## src/core/alm_pkg.sv

```systemverilog
// constants and types for the layer-4 access control entry matcher
// assumes one switch core clock; registers over axi4-lite, 32-bit words
// Behaviour
// Source port selector "any": source port ignored for the hit.
// Source selector "specific": hit needs source port equal to the 16-bit value.
// Source selector "range": hit needs source port within low and high bounds.
// Destination port selector "any": destination port ignored for the hit.
// Destination selector "specific": hit needs destination port equal to value.
// Destination selector "range": hit needs destination port within bounds.
// FIN selector 0 rejects TCP frames with FIN set; 1 requires FIN set.
// SYN selector 0 rejects TCP frames with SYN set; 1 requires SYN set.
// PSH selector 0 rejects TCP frames with PSH set; 1 requires PSH set.
// ACK selector 0 rejects TCP frames with ACK set; 1 requires ACK set.
// URG selector 0 rejects TCP frames with URG set; 1 requires URG set.
// Each flag selector has a don't-care setting ignoring that flag.
// Bound port admits frames only when source MAC and IP match the pair.
// Hit only when all port and flag conditions hold together.
package alm_pkg;
  localparam int ADDR_W = 6;
  localparam int NUM_PORTS = 8;
  localparam int NUM_FLAGS = 5;
  // register byte offsets
  localparam logic [ADDR_W-1:0] OFF_CTRL = 6'h00;
  localparam logic [ADDR_W-1:0] OFF_SRC_LO = 6'h04;
  localparam logic [ADDR_W-1:0] OFF_SRC_HI = 6'h08;
  localparam logic [ADDR_W-1:0] OFF_DST_LO = 6'h0C;
  localparam logic [ADDR_W-1:0] OFF_DST_HI = 6'h10;
  localparam logic [ADDR_W-1:0] OFF_BIND_EN = 6'h14;
  localparam logic [ADDR_W-1:0] OFF_BIND_MAC_LO = 6'h18;
  localparam logic [ADDR_W-1:0] OFF_BIND_MAC_HI = 6'h1C;
  localparam logic [ADDR_W-1:0] OFF_BIND_IP = 6'h20;
  localparam logic [ADDR_W-1:0] OFF_STATUS = 6'h24;
  localparam logic [ADDR_W-1:0] OFF_HIT_CNT = 6'h28;
  localparam logic [ADDR_W-1:0] OFF_DROP_CNT = 6'h2C;
  // ctrl fields
  localparam int CTRL_SRC_SEL_LSB = 0;
  localparam int CTRL_DST_SEL_LSB = 2;
  localparam int CTRL_FLAG_LSB = 4;
  localparam logic [31:0] CTRL_RESET = 32'h0000_0000;
  localparam logic [1:0] RESP_OKAY = 2'h0;
  localparam logic [1:0] RESP_SLVERR = 2'h2;
  // flag bit order in the frame flag vector: fin, syn, psh, ack, urg
  localparam int FLAG_FIN = 0;
  localparam int FLAG_SYN = 1;
  localparam int FLAG_PSH = 2;
  localparam int FLAG_ACK = 3;
  localparam int FLAG_URG = 4;
  typedef enum logic [1:0] {
    PSEL_ANY = 2'h0,
    PSEL_SPECIFIC = 2'h1,
    PSEL_RANGE = 2'h2
  } alm_psel_e;
  typedef enum logic [1:0] {
    FSEL_ZERO = 2'h0,
    FSEL_ONE = 2'h1,
    FSEL_ANY = 2'h2
  } alm_fsel_e;
endpackage

```

## src/core/alm_matcher.sv

```systemverilog
// layer-4 access control entry matcher with axi4-lite registers
// assumes frame headers parsed upstream, one cycle strobe per frame
//
// Local design decisions: the placing of the registers and the AXI4-Lite register port.
`timescale 1ns/1ps
module alm_matcher (
  input wire logic clk, // core clock 100 MHz
  input wire logic rst_n, // async reset, active low
  input wire logic [5:0] s_axi_awaddr, // write address
  input wire logic s_axi_awvalid, // write address valid
  output logic s_axi_awready, // write address ready
  input wire logic [31:0] s_axi_wdata, // write data
  input wire logic [3:0] s_axi_wstrb, // write byte strobes
  input wire logic s_axi_wvalid, // write data valid
  output logic s_axi_wready, // write data ready
  output logic [1:0] s_axi_bresp, // write response
  output logic s_axi_bvalid, // write response valid
  input wire logic s_axi_bready, // write response ready
  input wire logic [5:0] s_axi_araddr, // read address
  input wire logic s_axi_arvalid, // read address valid
  output logic s_axi_arready, // read address ready
  output logic [31:0] s_axi_rdata, // read data
  output logic [1:0] s_axi_rresp, // read response
  output logic s_axi_rvalid, // read data valid
  input wire logic s_axi_rready, // read data ready
  input wire logic frm_valid, // parsed frame header strobe
  input wire logic [2:0] frm_port, // ingress switch port
  input wire logic frm_is_l4, // frame carries tcp or udp
  input wire logic frm_is_tcp, // frame carries tcp
  input wire logic [15:0] frm_src_port, // tcp/udp source port
  input wire logic [15:0] frm_dst_port, // tcp/udp destination port
  input wire logic [4:0] frm_flags, // fin, syn, psh, ack, urg
  input wire logic [47:0] frm_src_mac, // source mac address
  input wire logic [31:0] frm_src_ip, // source ip address
  output logic res_valid, // decision valid pulse
  output logic res_hit, // frame hits the entry
  output logic res_admit // frame admitted by source binding
);
  logic [31:0] ctrl_reg;
  logic [31:0] src_lim_reg [2];
  logic [31:0] dst_lim_reg [2];
  logic [31:0] bind_en_reg;
  logic [31:0] mac_lo_reg;
  logic [31:0] mac_hi_reg;
  logic [31:0] ip_reg;
  logic [31:0] hit_cnt_reg;
  logic [31:0] drop_cnt_reg;
  logic [5:0] aw_addr_reg;
  logic aw_have_reg;
  logic [31:0] w_data_reg;
  logic [3:0] w_strb_reg;
  logic w_have_reg;
  logic wr_fire;
  logic src_ok;
  logic dst_ok;
  logic [alm_pkg::NUM_FLAGS-1:0] flag_ok;
  logic hit;
  logic admit;
  logic [1:0] src_sel;
  logic [1:0] dst_sel;

  // axi write channels taken independently, in either order
  assign s_axi_awready = !aw_have_reg && !s_axi_bvalid;
  assign s_axi_wready = !w_have_reg && !s_axi_bvalid;
  assign wr_fire = aw_have_reg && w_have_reg && !s_axi_bvalid;

  // address held until its data arrives; a pending response blocks the next write
  always_ff @(posedge clk or negedge rst_n) begin
    if (!rst_n) begin
      aw_have_reg <= 1'b0;
      aw_addr_reg <= 6'h00;
    end else if (s_axi_awvalid && s_axi_awready) begin
      aw_have_reg <= 1'b1;
      aw_addr_reg <= s_axi_awaddr;
    end else if (wr_fire) begin
      aw_have_reg <= 1'b0;
    end
  end

  // data held on its own; the write fires once both halves are held
  always_ff @(posedge clk or negedge rst_n) begin
    if (!rst_n) begin
      w_have_reg <= 1'b0;
      w_data_reg <= 32'h0000_0000;
      w_strb_reg <= 4'h0;
    end else if (s_axi_wvalid && s_axi_wready) begin
      w_have_reg <= 1'b1;
      w_data_reg <= s_axi_wdata;
      w_strb_reg <= s_axi_wstrb;
    end else if (wr_fire) begin
      w_have_reg <= 1'b0;
    end
  end

  // byte-lane merge, so a partial write leaves the other lanes intact
  function automatic logic [31:0] merge(input logic [31:0] old, input logic [31:0] nw,
                                        input logic [3:0] strb);
    logic [31:0] r;
    r = old;
    for (int i = 0; i < 4; i++) begin
      if (strb[i]) begin
        r[i*8 +: 8] = nw[i*8 +: 8];
      end
    end
    return r;
  endfunction

  // holes and unaligned addresses refused; status and counters accept writes
  function automatic logic wr_ok(input logic [5:0] a);
    logic r;
    r = 1'b1;
    if (a == alm_pkg::OFF_STATUS || a == alm_pkg::OFF_HIT_CNT) begin
      r = 1'b1;
    end else if (a > alm_pkg::OFF_DROP_CNT || a[1:0] != 2'h0) begin
      r = 1'b0;
    end
    return r;
  endfunction

  // response raised in the cycle after both halves are held
  always_ff @(posedge clk or negedge rst_n) begin
    if (!rst_n) begin
      s_axi_bvalid <= 1'b0;
      s_axi_bresp <= alm_pkg::RESP_OKAY;
    end else if (wr_fire) begin
      s_axi_bvalid <= 1'b1;
      s_axi_bresp <= wr_ok(aw_addr_reg) ? alm_pkg::RESP_OKAY : alm_pkg::RESP_SLVERR;
    end else if (s_axi_bready) begin
      s_axi_bvalid <= 1'b0;
    end
  end

  // entry configuration registers
  // unused high bits masked, so they read back as zero
  always_ff @(posedge clk or negedge rst_n) begin
    if (!rst_n) begin
      ctrl_reg <= alm_pkg::CTRL_RESET;
      src_lim_reg[0] <= 32'h0000_0000;
      src_lim_reg[1] <= 32'h0000_0000;
      dst_lim_reg[0] <= 32'h0000_0000;
      dst_lim_reg[1] <= 32'h0000_0000;
      bind_en_reg <= 32'h0000_0000;
      mac_lo_reg <= 32'h0000_0000;
      mac_hi_reg <= 32'h0000_0000;
      ip_reg <= 32'h0000_0000;
    end else if (wr_fire) begin
      if (aw_addr_reg == alm_pkg::OFF_CTRL) begin
        ctrl_reg <= merge(ctrl_reg, w_data_reg, w_strb_reg) & 32'h0000_3FFF;
      end else if (aw_addr_reg == alm_pkg::OFF_SRC_LO) begin
        src_lim_reg[0] <= merge(src_lim_reg[0], w_data_reg, w_strb_reg) & 32'h0000_FFFF;
      end else if (aw_addr_reg == alm_pkg::OFF_SRC_HI) begin
        src_lim_reg[1] <= merge(src_lim_reg[1], w_data_reg, w_strb_reg) & 32'h0000_FFFF;
      end else if (aw_addr_reg == alm_pkg::OFF_DST_LO) begin
        dst_lim_reg[0] <= merge(dst_lim_reg[0], w_data_reg, w_strb_reg) & 32'h0000_FFFF;
      end else if (aw_addr_reg == alm_pkg::OFF_DST_HI) begin
        dst_lim_reg[1] <= merge(dst_lim_reg[1], w_data_reg, w_strb_reg) & 32'h0000_FFFF;
      end else if (aw_addr_reg == alm_pkg::OFF_BIND_EN) begin
        bind_en_reg <= merge(bind_en_reg, w_data_reg, w_strb_reg) & 32'h0000_00FF;
      end else if (aw_addr_reg == alm_pkg::OFF_BIND_MAC_LO) begin
        mac_lo_reg <= merge(mac_lo_reg, w_data_reg, w_strb_reg);
      end else if (aw_addr_reg == alm_pkg::OFF_BIND_MAC_HI) begin
        mac_hi_reg <= merge(mac_hi_reg, w_data_reg, w_strb_reg) & 32'h0000_FFFF;
      end else if (aw_addr_reg == alm_pkg::OFF_BIND_IP) begin
        ip_reg <= merge(ip_reg, w_data_reg, w_strb_reg);
      end
    end
  end

  // port conditions
  assign src_sel = ctrl_reg[alm_pkg::CTRL_SRC_SEL_LSB +: 2];
  assign dst_sel = ctrl_reg[alm_pkg::CTRL_DST_SEL_LSB +: 2];

  // non-l4 frames never satisfy a port value or range
  always_comb begin
    case (src_sel)
      alm_pkg::PSEL_ANY: src_ok = 1'b1;
      alm_pkg::PSEL_SPECIFIC: src_ok = frm_is_l4 &&
                                       frm_src_port == src_lim_reg[0][15:0];
      alm_pkg::PSEL_RANGE: src_ok = frm_is_l4 && frm_src_port >= src_lim_reg[0][15:0] &&
                                     frm_src_port <= src_lim_reg[1][15:0];
      default: src_ok = 1'b0;
    endcase
  end

  // same decode for the destination port
  always_comb begin
    case (dst_sel)
      alm_pkg::PSEL_ANY: dst_ok = 1'b1;
      alm_pkg::PSEL_SPECIFIC: dst_ok = frm_is_l4 &&
                                       frm_dst_port == dst_lim_reg[0][15:0];
      alm_pkg::PSEL_RANGE: dst_ok = frm_is_l4 && frm_dst_port >= dst_lim_reg[0][15:0] &&
                                     frm_dst_port <= dst_lim_reg[1][15:0];
      default: dst_ok = 1'b0;
    endcase
  end

  // flag conditions, one per tcp flag; non-tcp frames pass
  // selector 3 is reserved and never hits, whatever the frame
  generate
    for (genvar g = 0; g < alm_pkg::NUM_FLAGS; g++) begin : g_flag
      logic [1:0] fsel;
      assign fsel = ctrl_reg[alm_pkg::CTRL_FLAG_LSB + 2*g +: 2];
      always_comb begin
        case (fsel)
          alm_pkg::FSEL_ZERO: flag_ok[g] = !frm_is_tcp ||
                                           !frm_flags[g];
          alm_pkg::FSEL_ONE: flag_ok[g] = !frm_is_tcp ||
                                          frm_flags[g];
          alm_pkg::FSEL_ANY: flag_ok[g] = 1'b1;
          default: flag_ok[g] = 1'b0;
        endcase
      end
    end
  endgenerate

  assign hit = src_ok && dst_ok && (&flag_ok);
  // ports without binding admit all; admit is kept apart from the hit
  assign admit = !bind_en_reg[frm_port] ||
                 (frm_src_mac == {mac_hi_reg[15:0], mac_lo_reg} &&
                  frm_src_ip == ip_reg);

  // decision held until the next header, so status reads stay meaningful
  always_ff @(posedge clk or negedge rst_n) begin
    if (!rst_n) begin
      res_valid <= 1'b0;
      res_hit <= 1'b0;
      res_admit <= 1'b0;
    end else begin
      res_valid <= frm_valid;
      if (frm_valid) begin
        res_hit <= hit;
        res_admit <= admit;
      end
    end
  end

  // hit counter cleared by writing its offset; a hit in that cycle still counts
  always_ff @(posedge clk or negedge rst_n) begin
    if (!rst_n) begin
      hit_cnt_reg <= 32'h0000_0000;
    end else if (frm_valid && hit) begin
      hit_cnt_reg <= (wr_fire && aw_addr_reg == alm_pkg::OFF_HIT_CNT) ? 32'h0000_0001 :
                     hit_cnt_reg + 32'h0000_0001;
    end else if (wr_fire && aw_addr_reg == alm_pkg::OFF_HIT_CNT) begin
      hit_cnt_reg <= 32'h0000_0000;
    end
  end

  // drop counter, same clear rule as the hit counter
  always_ff @(posedge clk or negedge rst_n) begin
    if (!rst_n) begin
      drop_cnt_reg <= 32'h0000_0000;
    end else if (frm_valid && !admit) begin
      drop_cnt_reg <= (wr_fire && aw_addr_reg == alm_pkg::OFF_DROP_CNT) ? 32'h0000_0001 :
                      drop_cnt_reg + 32'h0000_0001;
    end else if (wr_fire && aw_addr_reg == alm_pkg::OFF_DROP_CNT) begin
      drop_cnt_reg <= 32'h0000_0000;
    end
  end

  // read path, one outstanding read
  // arready low while rvalid stands, so rdata cannot move under the master
  assign s_axi_arready = !s_axi_rvalid;

  always_ff @(posedge clk or negedge rst_n) begin
    if (!rst_n) begin
      s_axi_rvalid <= 1'b0;
      s_axi_rdata <= 32'h0000_0000;
      s_axi_rresp <= alm_pkg::RESP_OKAY;
    end else if (s_axi_arvalid && s_axi_arready) begin
      s_axi_rvalid <= 1'b1;
      s_axi_rresp <= alm_pkg::RESP_OKAY;
      if (s_axi_araddr == alm_pkg::OFF_CTRL) begin
        s_axi_rdata <= ctrl_reg;
      end else if (s_axi_araddr == alm_pkg::OFF_SRC_LO) begin
        s_axi_rdata <= src_lim_reg[0];
      end else if (s_axi_araddr == alm_pkg::OFF_SRC_HI) begin
        s_axi_rdata <= src_lim_reg[1];
      end else if (s_axi_araddr == alm_pkg::OFF_DST_LO) begin
        s_axi_rdata <= dst_lim_reg[0];
      end else if (s_axi_araddr == alm_pkg::OFF_DST_HI) begin
        s_axi_rdata <= dst_lim_reg[1];
      end else if (s_axi_araddr == alm_pkg::OFF_BIND_EN) begin
        s_axi_rdata <= bind_en_reg;
      end else if (s_axi_araddr == alm_pkg::OFF_BIND_MAC_LO) begin
        s_axi_rdata <= mac_lo_reg;
      end else if (s_axi_araddr == alm_pkg::OFF_BIND_MAC_HI) begin
        s_axi_rdata <= mac_hi_reg;
      end else if (s_axi_araddr == alm_pkg::OFF_BIND_IP) begin
        s_axi_rdata <= ip_reg;
      end else if (s_axi_araddr == alm_pkg::OFF_STATUS) begin
        s_axi_rdata <= {29'h0000_0000, res_admit, res_hit, res_valid};
      end else if (s_axi_araddr == alm_pkg::OFF_HIT_CNT) begin
        s_axi_rdata <= hit_cnt_reg;
      end else if (s_axi_araddr == alm_pkg::OFF_DROP_CNT) begin
        s_axi_rdata <= drop_cnt_reg;
      end else begin
        s_axi_rdata <= 32'h0000_0000;
        s_axi_rresp <= alm_pkg::RESP_SLVERR;
      end
    end else if (s_axi_rready) begin
      s_axi_rvalid <= 1'b0;
    end
  end
endmodule

```

## config.mk

```make
export PLATFORM = sky130hd
export DESIGN_NAME = alm_matcher
export DESIGN_NICKNAME = d
export VERILOG_FILES = /design/src/core/alm_pkg.sv /design/src/core/alm_matcher.sv
export SDC_FILE = /design/constraint.sdc
export NUM_CORES = 1
export LEC_CHECK = 0
export BUFFER_PORTS_ARGS = -buffer_cell sky130_fd_sc_hd__buf_2
export CORE_MARGIN = 10
export CORE_UTILIZATION = 55
export DETAILED_ROUTE_END_ITERATION = 8
export GPL_ROUTABILITY_DRIVEN = 0
export MAX_ROUTING_LAYER = met4
export PLACE_DENSITY = 0.73
export SLEW_MARGIN = 20
export SYNTH_ARGS = -nofsm -noshare
export SYNTH_HDL_FRONTEND = slang
export SYNTH_SLANG_ARGS = --single-unit
```

## constraint.sdc

```tcl
create_clock -name clk -period 3.7 [get_ports clk]
set_input_delay 0.37 -clock clk [delete_from_list [all_inputs] [get_ports clk]]
set_output_delay 0.37 -clock clk [all_outputs]
set_load 0.005 [all_outputs]
```

==> flow_metrics.env <==
export IMPL_outcome="complete, no violations"
export IMPL_drc=0
export IMPL_clkSlewWorstSetupHoldPaths_ns=0.06
export IMPL_wl_per_cell_um=25.7
export IMPL_yosysSeqAreaShare_pct=44.1
export IMPL_drt_iter0_drc=1732
export IMPL_power_density_nw_per_um2=657
export IMPL_die_h_um=200
export IMPL_first_pass_iters=8
export IMPL_num_io_pins=222
export IMPL_clock_skew_ns=0.0236
export IMPL_routed_wl_um=60300
export IMPL_grt_overflow=0
export IMPL_setup_tns_ns=0
export IMPL_fill_cells=2571
export IMPL_period_minus_slack_ns=3.58
export IMPL_drive_above_1_share_pct=27.6
export IMPL_numCtsBuffers=36
export IMPL_p_leak_nw=9.19
export IMPL_yosys_warnings=0
export IMPL_synth_ff_type="dfrtp_1"
export IMPL_syn_area_um2=17700
export IMPL_ant_nets=0
export IMPL_initial_core_util_pct=55.9
export IMPL_synth_area_per_cell_um2=10.4
export IMPL_antenna_found_initial=0
export IMPL_placed_area_um2=19300
export IMPL_synthDistinctLibCells=76
export IMPL_cap_violations=0
export IMPL_worstMarginPinSlew_ns=1.06
export IMPL_cts_tree="built"
export IMPL_period_share_pct=96.8
export IMPL_grt_max_degree=98
export IMPL_crit_type="register to register"
export IMPL_fmaxAchievable_mhz=279
export IMPL_cts_resized=0
export IMPL_n_antenna_cell=0
export IMPL_crit_fanout=26
export IMPL_htree_levels=2
export IMPL_finalSetupViolCount=0
export IMPL_cpPeakStageDelay_ns=0.61
export IMPL_fp_dieArea_um2=39800
export IMPL_path_cells="inv_1, ha_1, nand4_1, nor4_2, or4b_4, a311oi_4, o2111ai_4, or4_1, a21oi_1"
export IMPL_start_kind="register"
export IMPL_vdd_drop_max_mv=0.517
export IMPL_layout_common_cells="dfrtp_1, buf_2, mux2_2"
export IMPL_required_ns=4.14
export IMPL_cts_setup_buffers=0
export IMPL_slew_viol_final=0
export IMPL_hold_viol=0
export IMPL_grtUsageTotal_pct=30.4
export IMPL_hp_class="input port to register"
export IMPL_cp_top_family="simple AND/OR/NAND/NOR gates"
export IMPL_grt_pass1_vias=15100
export IMPL_cts_sinks=313
export IMPL_clock_latency_ns=0.53
export IMPL_dpl_hpwl_um=46000
export IMPL_cts_root_buf="clkbuf_16"
export IMPL_num_rows=65
export IMPL_path_buf_inv=1
export IMPL_rsz0062_at_grt="false"
export IMPL_clock_path_buffers=3
export IMPL_final_common_cell="dfrtp_1"
export IMPL_async_reset_ff_share_pct=100
export IMPL_io_buffers=219
export IMPL_relSlewSlack_pct=29.2
export IMPL_arrival_ns=4.02
export IMPL_grt_pass1_wl_um=89900
export IMPL_die_width_um=200
export IMPL_end_kind="register"
export IMPL_areaGrowthSynthToFinish_pct=15.9
export IMPL_avgViaCountPerCell=6.57
export IMPL_ys_ff_latch=313
export IMPL_design_core_area_um2=31700
export IMPL_final_nets=2157
export IMPL_synth_edff_count=0
export IMPL_fin_area_um2=20600
export IMPL_syn_inst=1710
export IMPL_vias=15400
export IMPL_slowest_stage="or4_1"
## path summary, 6_finish.rpt
path	start	end	slack, ns	cells after the start
max	dst_lim_reg[43]	hit_cnt_reg[10]	0.12	9
min reg2reg	s_axi_rdata[12]	s_axi_rdata[12]	0.47	1
min	s_axi_rready	s_axi_rvalid	0.03	2
max reg2reg	dst_lim_reg[43]	hit_cnt_reg[10]	0.12	9
min in group asynchronous	rst_n	s_axi_rdata[23]	0.46	2
max in group asynchronous	rst_n	w_data_reg[7]	2.21	3
## logic make-up (layout without fill, tap and decap cells)
logic type | after synthesis | count (layout) | share of synthesized area [%]
DFF | 313 | 313 | 44.1
AOI/OAI and AO/OA | 359 | 359 | 13.1
muxes | 264 | 264 | 16.6
xor gates and xnor gates | 88 | 88 | 4.34
and+or+nand+nor | 444 | 444 | 13.3
adders and majority gates | 66 | 66 | 4.65
other | 1 | 2 | 0.0211
buffers and inverters | 175 | 403 | 3.79
## per-stage QoR
stage	utilization [%]	setup WS, ns	total power [W]	cells	hold slack, ns
global route	64.8	0.0367	0.0141	2341	0.0404
floorplan	-	0.826	0.00793	1711	0.0744
finish	64.8	0.118	0.0135	2341	0.0258
global placement	60.8	0.264	0.00939	2276	0.455
CTS	64.8	0.181	0.0134	2341	0.0245
detailed placement	60.8	0.107	0.00960	2276	0.462
## synth_stat cells (13+ instances only)
cell type | instances | area share [%]
a21oi_1 | 105 | 3.0
a22oi_1 | 32 | 1.4
and3_1 | 19 | 0.67
buf_1 | 20 | 0.42
clkbuf_1 | 59 | 1.2
dfrtp_1 | 313 | 44
ha_1 | 66 | 4.7
inv_1 | 91 | 1.9
mux2_2 | 213 | 14
mux2i_1 | 48 | 2.7
nand2_1 | 128 | 2.7
nand2b_1 | 13 | 0.46
nand3_1 | 32 | 0.90
nand4_1 | 67 | 2.4
nor2_1 | 58 | 1.2
nor2b_1 | 15 | 0.53
nor3_1 | 18 | 0.51
nor4_1 | 16 | 0.56
o21ai_0 | 64 | 1.8
o21ai_1 | 22 | 0.62
o31ai_1 | 31 | 1.3
or4_1 | 32 | 1.4
xnor2_1 | 88 | 4.3
## routing by layer
metal  global-route usage, %  wire length [um]  share of wire (%)  up-vias
met5                       -                 0                  0        -
met4                    11.4              2510                4.2        0
met3                    6.34              6010                 10      159
met2                    44.5             26700                 44      921
met1                    41.0             25000                 42     7579
li1                        -                 -                  -     6717
## final cells by class
class / instances / area (um^2) / share of cell area, %
multi-input cells: 1223 / 9260 / 45.0
flip-flops and latches: 313 / 7830 / 38.1
repair buffers: 246 / 1360 / 6.63
clock buffers: 51 / 1070 / 5.20
well taps: 402 / 503 / 2.45
inverters: 93 / 349 / 1.70
clock inverters: 13 / 185 / 0.900
## repair_timing
item	4_1_cts	5_1_grt
endpoints found under the hold margin	92	0
hold buffers	1	0
endpoints found under the setup margin	0	0
## where the power goes
part	switching, W	total, W	internal [W]
combinational	0.00205	0.00384	0.00179
sequential	0.00142	0.00587	0.00445
clock	0.00150	0.00380	0.00230
total	0.00497	0.0135	0.00854
(Power assumes the default switching activity.)
